--- src/inc/bsw_pkg.sv ---
package bsw_pkg;
    localparam int BSW_ADDR_W = 32;
    localparam int BSW_LEN_W = 8;
    localparam logic [1:0] BSW_PCYC_CLKS = 2'h2;
    localparam logic [3:0] BSW_BLOCK_BYTES = 4'hf;
    localparam logic [2:0] BSW_SCALE_LO = 3'h2;
    localparam logic [2:0] BSW_SCALE_HI = 3'h4;
    localparam logic [4:0] BSW_BASE_FRAME = 5'h0f;
    localparam logic [4:0] BSW_BASE_MREG = 5'h03;
    localparam logic [4:0] BSW_BASE_MLONG = 5'h06;
    localparam logic [4:0] BSW_BASE_EXTP = 5'h04;
    typedef enum logic [1:0] {
        BSW_OP_FRAME_ENTRY,
        BSW_OP_MULTI_REGISTER_STORE,
        BSW_OP_MULTI_LONGWORD_STORE,
        BSW_OP_EXTENDED_PROCESSOR_TRANSFER
    } bsw_op_t;
    typedef enum logic [1:0] {
        BSW_KIND_HEAD,
        BSW_KIND_BODY,
        BSW_KIND_TAIL
    } bsw_kind_t;
endpackage : bsw_pkg

--- src/inc/bsw_beat_if.sv ---
`timescale 1ns/1ps
interface bsw_beat_if;
    import bsw_pkg::*;
    logic wrEn;
    logic [BSW_ADDR_W-1:0] wrAddr;
    logic [31:0] wrData;
    logic [3:0] wrLanes;
    logic [BSW_ADDR_W-1:0] rdAddr;
    logic [31:0] rdData;
    modport owner (output wrEn, output wrAddr, output wrData, output wrLanes,
        output rdAddr, input rdData);
    modport store (input wrEn, input wrAddr, input wrData, input wrLanes,
        input rdAddr, output rdData);
endinterface : bsw_beat_if

--- src/bsw_data_mem.sv ---
`timescale 1ns/1ps
module bsw_data_mem #(
    parameter int DEPTH = 64
) (
    input wire logic core_clk,
    input wire logic clkEn,
    bsw_beat_if.store port
);
    import bsw_pkg::*;
    localparam int AW = $clog2(DEPTH);
    logic [7:0] mem [0:DEPTH-1];
    logic [31:0] rdData_reg;
    initial begin
        if (DEPTH < 4 || (DEPTH & (DEPTH - 1)) != 0) begin
            $error("bsw_data_mem: DEPTH must be a power of two of at least 4");
        end
    end
    // byte-wide staging store for the operand bytes of one instruction
    always_ff @(posedge core_clk) begin
        if (clkEn) begin
            for (int i = 0; i < 4; i++) begin
                if (port.wrEn && port.wrLanes[i]) begin
                    mem[AW'(port.wrAddr + BSW_ADDR_W'(i))] <= port.wrData[8*i +: 8];
                end
            end
        end
    end
    // registered read of four consecutive bytes, no reset needed on data
    always_ff @(posedge core_clk) begin
        if (clkEn) begin
            for (int i = 0; i < 4; i++) begin
                rdData_reg[8*i +: 8] <= mem[AW'(port.rdAddr + BSW_ADDR_W'(i))];
            end
        end
    end
    assign port.rdData = rdData_reg;
endmodule : bsw_data_mem

--- src/bsw_write_seq.sv ---
`timescale 1ns/1ps
// How it works
// - multi-operand stores try burst writes
// - unaligned start: one or two head writes
// - first aligned unit single, then burst onward
// - burst ends: done, short, block edge, refused
// - short remainder goes as tail writes
// - unaligned word/longword adds extra writes
// - cycle count is references plus base
// - one processor cycle is two clocks
// - bus scale factor two or four
// - one pending write; later store stalls
module bsw_write_seq #(
    parameter int DEPTH = 64
) (
    input wire logic core_clk,
    input wire logic sys_rst,
    input wire logic clkEn,
    input wire logic wide32,
    input wire logic scale4,
    input wire logic loadValid,
    input wire logic [7:0] loadByte,
    input wire logic startValid,
    input wire bsw_pkg::bsw_op_t startOp,
    input wire logic [bsw_pkg::BSW_ADDR_W-1:0] startAddr,
    input wire logic [bsw_pkg::BSW_LEN_W-1:0] startLen,
    input wire logic memAck,
    input wire logic memBurstStop,
    output logic startReady,
    output logic busReq,
    output logic busBurst,
    output logic busLast,
    output logic [bsw_pkg::BSW_ADDR_W-1:0] busAddr,
    output logic [31:0] busData,
    output logic [3:0] busLanes,
    output bsw_pkg::bsw_kind_t busKind,
    output logic busClk,
    output logic doneValid,
    output logic [15:0] doneCycles
);
    import bsw_pkg::*;
    typedef enum logic [2:0] {S_IDLE, S_FETCH, S_ISSUE, S_WAIT, S_GAP} bsw_state_t;
    bsw_beat_if beat();
    bsw_state_t state_reg;
    bsw_op_t op_reg;
    logic [BSW_ADDR_W-1:0] addr_reg;
    logic [BSW_LEN_W-1:0] left_reg, loadIdx_reg, len_reg;
    logic inBurst_reg;
    logic [15:0] refs_reg;
    logic pcPhase_reg;
    logic [1:0] busDiv_reg;
    logic [2:0] gap_reg;
    logic [1:0] width, mis;
    logic [2:0] unit, chunk, room;
    logic [3:0] lanes;
    logic aligned, canBurst;
    logic [4:0] base;
    initial begin
        if (DEPTH < 4 || DEPTH > (1 << BSW_LEN_W)) begin
            $error("bsw_write_seq: DEPTH out of range");
        end
    end
    bsw_data_mem #(.DEPTH(DEPTH)) u_mem (.core_clk(core_clk), .clkEn(clkEn), .port(beat));
    // staging writes come from the load port, reads follow the bus pointer
    assign beat.wrEn = loadValid && (state_reg == S_IDLE);
    assign beat.wrAddr = BSW_ADDR_W'(loadIdx_reg);
    assign beat.wrData = {24'h000000, loadByte};
    assign beat.wrLanes = 4'h1;
    // latched length: the start inputs may move while a store is running
    assign beat.rdAddr = BSW_ADDR_W'(len_reg - left_reg);
    // width of the current single or burst unit
    always_comb begin
        unit = wide32 ? 3'h4 : 3'h2;
        width = wide32 ? 2'h3 : 2'h1;
        mis = addr_reg[1:0] & width;
        aligned = (mis == 2'h0);
        room = 3'(unit - 3'(mis));
        // head: largest piece that is naturally placed and stays below alignment
        if (!aligned) begin
            // never wider than what is left, so a short remainder keeps its lanes
            chunk = (mis[0] || room == 3'h1 || left_reg < BSW_LEN_W'(2)) ? 3'h1 : 3'h2;
        end else if (left_reg >= BSW_LEN_W'(unit)) begin
            chunk = unit;
        end else begin
            chunk = (left_reg >= BSW_LEN_W'(2) && !addr_reg[0]) ? 3'h2 : 3'h1;
        end
        // lanes cover only the bytes in this write
        case (chunk)
            3'h1: lanes = 4'h1;
            3'h2: lanes = 4'h3;
            default: lanes = 4'hf;
        endcase
        lanes = wide32 ? 4'(lanes << addr_reg[1:0]) : 4'(lanes << addr_reg[0]);
        // burst continues on aligned full units inside one block
        canBurst = aligned && left_reg >= BSW_LEN_W'(2 * unit)
            && ((addr_reg[3:0] + 4'(unit)) != 4'h0) && !memBurstStop;
        case (op_reg)
            BSW_OP_FRAME_ENTRY: base = BSW_BASE_FRAME;
            BSW_OP_MULTI_REGISTER_STORE: base = BSW_BASE_MREG;
            BSW_OP_MULTI_LONGWORD_STORE: base = BSW_BASE_MLONG;
            default: base = BSW_BASE_EXTP;
        endcase
    end
    // processor cycle phase: two clocks per processor cycle
    always_ff @(posedge core_clk or posedge sys_rst) begin
        if (sys_rst) begin
            pcPhase_reg <= 1'b0;
        end else if (clkEn) begin
            pcPhase_reg <= pcPhase_reg + 1'b1;
        end
    end
    // bus clock divided from the processor cycle by 2 or 4
    always_ff @(posedge core_clk or posedge sys_rst) begin
        if (sys_rst) begin
            busDiv_reg <= 2'h0;
            busClk <= 1'b0;
        end else if (clkEn && pcPhase_reg) begin
            busDiv_reg <= busDiv_reg + 2'h1;
            busClk <= scale4 ? busDiv_reg[1] : busDiv_reg[0];
        end
    end
    // operand byte loading while idle
    always_ff @(posedge core_clk or posedge sys_rst) begin
        if (sys_rst) begin
            loadIdx_reg <= '0;
        end else if (clkEn) begin
            if (state_reg == S_IDLE && startValid && startReady) begin
                loadIdx_reg <= '0;
            end else if (beat.wrEn) begin
                loadIdx_reg <= loadIdx_reg + BSW_LEN_W'(1);
            end
        end
    end
    // sequencer: head, burst body, tail, one write outstanding
    always_ff @(posedge core_clk or posedge sys_rst) begin
        if (sys_rst) begin
            state_reg <= S_IDLE;
            op_reg <= BSW_OP_FRAME_ENTRY;
            addr_reg <= '0;
            left_reg <= '0;
            len_reg <= '0;
            inBurst_reg <= 1'b0;
            refs_reg <= '0;
            gap_reg <= '0;
            startReady <= 1'b1;
            busReq <= 1'b0;
            busBurst <= 1'b0;
            busLast <= 1'b0;
            busAddr <= '0;
            busData <= '0;
            busLanes <= '0;
            busKind <= BSW_KIND_HEAD;
            doneValid <= 1'b0;
            doneCycles <= '0;
        end else if (clkEn) begin
            doneValid <= 1'b0;
            case (state_reg)
                S_IDLE: begin
                    // store runs in the background, the core keeps executing
                    if (startValid && startLen != '0) begin
                        op_reg <= startOp;
                        addr_reg <= startAddr;
                        left_reg <= startLen;
                        len_reg <= startLen;
                        inBurst_reg <= 1'b0;
                        refs_reg <= '0;
                        startReady <= 1'b0; // a later store stalls here
                        state_reg <= S_FETCH;
                    end
                end
                S_FETCH: begin
                    state_reg <= S_ISSUE; // read data lands one clock later
                end
                S_ISSUE: begin
                    busReq <= 1'b1;
                    busAddr <= addr_reg;
                    busLanes <= lanes;
                    busData <= 32'(beat.rdData << (8 * (wide32 ? addr_reg[1:0]
                        : {1'b0, addr_reg[0]})));
                    // a short unaligned remainder is still the tail, not a head
                    busKind <= (chunk == unit) ? BSW_KIND_BODY
                        : ((aligned || left_reg < BSW_LEN_W'(unit)) ? BSW_KIND_TAIL
                        : BSW_KIND_HEAD);
                    busBurst <= inBurst_reg && !memBurstStop;
                    busLast <= canBurst ? 1'b0 : 1'b1;
                    inBurst_reg <= canBurst && chunk == unit;
                    addr_reg <= addr_reg + BSW_ADDR_W'(chunk);
                    left_reg <= left_reg - BSW_LEN_W'(chunk);
                    state_reg <= S_WAIT;
                end
                S_WAIT: begin
                    if (memAck) begin
                        busReq <= 1'b0;
                        // a burst beat costs one bus clock, single writes one
                        refs_reg <= refs_reg + 16'h1;
                        if (left_reg == '0) begin
                            doneValid <= 1'b1;
                            doneCycles <= 16'(refs_reg + 16'h1 + 16'(base));
                            // one idle processor cycle before the next store
                            gap_reg <= 3'(BSW_PCYC_CLKS);
                            state_reg <= S_GAP;
                        end else if (inBurst_reg) begin
                            state_reg <= S_FETCH;
                        end else begin
                            // single writes separated by half scale of gap
                            gap_reg <= scale4 ? BSW_SCALE_LO : 3'h1;
                            state_reg <= S_GAP;
                        end
                    end
                end
                S_GAP: begin
                    if (gap_reg <= 3'h1) begin
                        if (left_reg == '0) begin
                            startReady <= 1'b1;
                            state_reg <= S_IDLE;
                        end else begin
                            state_reg <= S_FETCH;
                        end
                    end else begin
                        gap_reg <= gap_reg - 3'h1;
                    end
                end
                default: state_reg <= S_IDLE;
            endcase
        end
    end
endmodule : bsw_write_seq
--- config.mk ---
export PLATFORM = sky130hd
export DESIGN_NAME = bsw_write_seq
export DESIGN_NICKNAME = d
export VERILOG_FILES = /design/src/inc/bsw_pkg.sv /design/src/inc/bsw_beat_if.sv /design/src/bsw_data_mem.sv /design/src/bsw_write_seq.sv
export SDC_FILE = /design/constraint.sdc
export NUM_CORES = 2
export LEC_CHECK = 0
export ABC_AREA = 1
export BUFFER_PORTS_ARGS = -buffer_cell sky130_fd_sc_hd__buf_2
export CELL_PAD_IN_SITES_DETAIL_PLACEMENT = 1
export CELL_PAD_IN_SITES_GLOBAL_PLACEMENT = 2
export CORE_MARGIN = 8
export CORE_UTILIZATION = 40
export CTS_BUF_LIST = sky130_fd_sc_hd__clkbuf_4 sky130_fd_sc_hd__clkbuf_8
export DETAILED_ROUTE_END_ITERATION = 16
export PLACE_DENSITY_LB_ADDON = 0.1
export SLEW_MARGIN = 10
export SYNTH_ARGS = -nofsm -noshare
export SYNTH_HDL_FRONTEND = slang
export SYNTH_SLANG_ARGS = --single-unit
--- constraint.sdc ---
create_clock -name core_clk -period 7.6 [get_ports core_clk]
set_input_delay 0 -clock core_clk [delete_from_list [all_inputs] [get_ports core_clk]]
set_output_delay 0 -clock core_clk [all_outputs]
set_load 0.05 [all_outputs]
==> impl_metrics.env <==
export IMPL_die_h_um=342.4
export IMPL_postLayoutCoreUtil=0.4533
export IMPL_rsz0062_at_grt="no"
export IMPL_hold_worst_slack_ns=0.07530
export IMPL_cts_buffer_depth=3
export IMPL_grt_pass1_wl_um=269200
export IMPL_cp_start_kind="flop"
export IMPL_cts_resized=0
export IMPL_fin_nets=5865
export IMPL_hold_viol_final=0
export IMPL_cts_tree="built"
export IMPL_via_per_inst=5.634
export IMPL_wl_met3_um=10840
export IMPL_status="complete, no violations"
export IMPL_fin_area_um2=47850
export IMPL_synth_edf_count=544
export IMPL_totalWireLength_um=183600
export IMPL_dp_hpwl_um=128300
export IMPL_worstSetupEndpointType="flop"
export IMPL_wl_met2_um=83320
export IMPL_dpl_cell_area_um2=44330
export IMPL_synth_largest_area_cell="edfxtp_1"
export IMPL_grt_antenna_before_repair=4
export IMPL_drt_wirelength_per_cell_um=25.28
export IMPL_cts_sinks=716
export IMPL_synthCells=5697
export IMPL_port_buffers=150
export IMPL_path_class="reg -> reg"
export IMPL_clk_latency_ns=0.84
export IMPL_synthTopCellsByArea="edfxtp_1, nand2_1, o21ai_0"
export IMPL_ys_ff_latch=716
export IMPL_cts_hold_fix_buffers=85
export IMPL_yosysWarnings=0
export IMPL_yosys_cell_types_count=46
export IMPL_max_slew_margin=0.1035
export IMPL_syn_to_final_growth_pct=12.26
export IMPL_design_die_area_um2=117300
export IMPL_numCtsBuffers=137
export IMPL_start_util=0.4038
export IMPL_boundaryPins=151
export IMPL_grt_max_degree=217
export IMPL_cp_arrival_ns=6.14
export IMPL_grt_overflow=0
export IMPL_tightest_slew_ns=1.343
export IMPL_highest_layer="met4"
export IMPL_syn_avg_cell_area_um2=7.482
export IMPL_fill_cells=12990
export IMPL_fin_setup_tns_ns=0
export IMPL_drive_above_1_share=0.08194
export IMPL_yosysSeqAreaShare=0.4843
export IMPL_synth_flop_cell="edfxtp_1"
export IMPL_core_area_um2=105600
export IMPL_root_buffer="clkbuf_8"
export IMPL_post_cts_setup_buffers=0
export IMPL_drt_initial_drc_count=3507
export IMPL_drt_met1_wl_um=81250
export IMPL_skew_ns=0.03349
export IMPL_maxSlewViolCount=0
export IMPL_track_usage=0.3074
export IMPL_clk_pin_slew_ns=0.06
export IMPL_vias=40930
export IMPL_finalSetupViolCount=0
export IMPL_async_reset_ff_frac=0.2402
export IMPL_crit_fanout=103
export IMPL_largest_register_ffs=512
export IMPL_route_detailed_drc=0
export IMPL_final_common_cell="nand2_1"
export IMPL_hold_path_class="in -> reg"
export IMPL_antenna_left=0
export IMPL_critPathRequiredTime_ns=8.19
export IMPL_max_freq_mhz=180.3
export IMPL_top_register="u_mem.mem"
export IMPL_fp_row_count=119
export IMPL_first_pass_iters=5
export IMPL_syn_area_um2=42620
export IMPL_gp_congestion=0.9434
export IMPL_layout_common_cells="nand2_1, o21ai_0, edfxtp_1"
export IMPL_cts_htree_levels=4
export IMPL_grt_pass1_vias=40020
export IMPL_drv_cap=0
export IMPL_die_w_um=342.4
export IMPL_synth_top_area_share=0.3833
export IMPL_period_minus_slack_ns=5.545
export IMPL_timing_final_crit_share=0.7297
export IMPL_syn_num_nets=5790
==> metal layers <==
layer / track usage / vias to the layer above
met4: 0.1263 / 0
met3: 0.04262 / 308
met2: 0.4903 / 1352
met5: 0 / -
li1: - / 19140
met1: 0.4204 / 20130
==> stage by stage <==
step | instances | setup slack [ns]
2_1_floorplan | 5697 | 2.942
3_3_place_gp | 6939 | 2.237
3_5_place_dp | 6939 | 2.163
6_report | 7265 | 2.055
4_1_cts | 7261 | 2.171
5_1_grt | 7262 | 1.892
==> cells in the mapped netlist (6+ instances only) <==
cell type	n
a21oi_1	38
a22o_1	8
a31oi_1	13
buf_1	57
buf_2	88
buf_4	7
clkbuf_1	218
dfrtp_1	171
edfxtp_1	544
ha_1	29
inv_1	419
inv_2	11
nand2_1	2083
nand3_1	500
nand4_1	29
nor2_1	255
nor3_1	20
nor4_1	6
o211ai_1	77
o21ai_0	952
o21ai_1	60
o22ai_1	29
o311ai_0	8
xor2_1	17
==> critical path: stages, from the launching register on <==
cell and delay [ns]:
dfrtp_1 0.37, inv_1 0.09, ha_4 0.12, inv_1 0.06
fa_4 1.32, inv_8 0.37, ha_1 0.34, nand2_1 0.08
nand2_2 0.42, inv_4 0.99, o21ai_0 0.43, nand2_1 0.18
nand3_1 0.16, nand3_1 0.14, nand2_1 0.06
==> path summary, 6_finish.rpt <==
kind                                from                    end  slack (ns)  cells past startpoint
max reg2reg                   len_reg[0]  u_mem.port.rdData[24]        2.05                     14
min                        startAddr[11]           addr_reg[11]        0.08                      4
min reg2reg                  busLanes[0]            busLanes[0]        0.47                      2
max                           len_reg[0]  u_mem.port.rdData[24]        2.05                     14
max in group asynchronous        sys_rst            left_reg[3]        5.72                      5
min in group asynchronous        sys_rst            busData[13]        0.53                      4
==> area by class of cell <==
cell class | instances | area (um2) | area share
Antenna cell | 4 | 10.01 | 0.0002092
Clock buffer | 190 | 2321 | 0.04851
Clock inverter | 47 | 335.3 | 0.007008
Inverter | 435 | 1665 | 0.03480
Multi-Input combinational cell | 4175 | 18920 | 0.3954
Sequential cell | 716 | 20640 | 0.4314
Tap cell | 1391 | 1740 | 0.03637
Timing Repair Buffer | 307 | 2217 | 0.04634
==> cell families after synthesis <==
family | count (synthesis) | share of synthesized area
fa+ha+maj | 34 | 0.01086
simple gates | 2917 | 0.2759
compound gates | 1201 | 0.1492
flops | 716 | 0.4843
buf+inv | 806 | 0.07436
xor+xnor | 23 | 0.005431
Power is not shown: default switching activity piles up to over one toggle a cycle in this logic, so the estimate is an artifact.
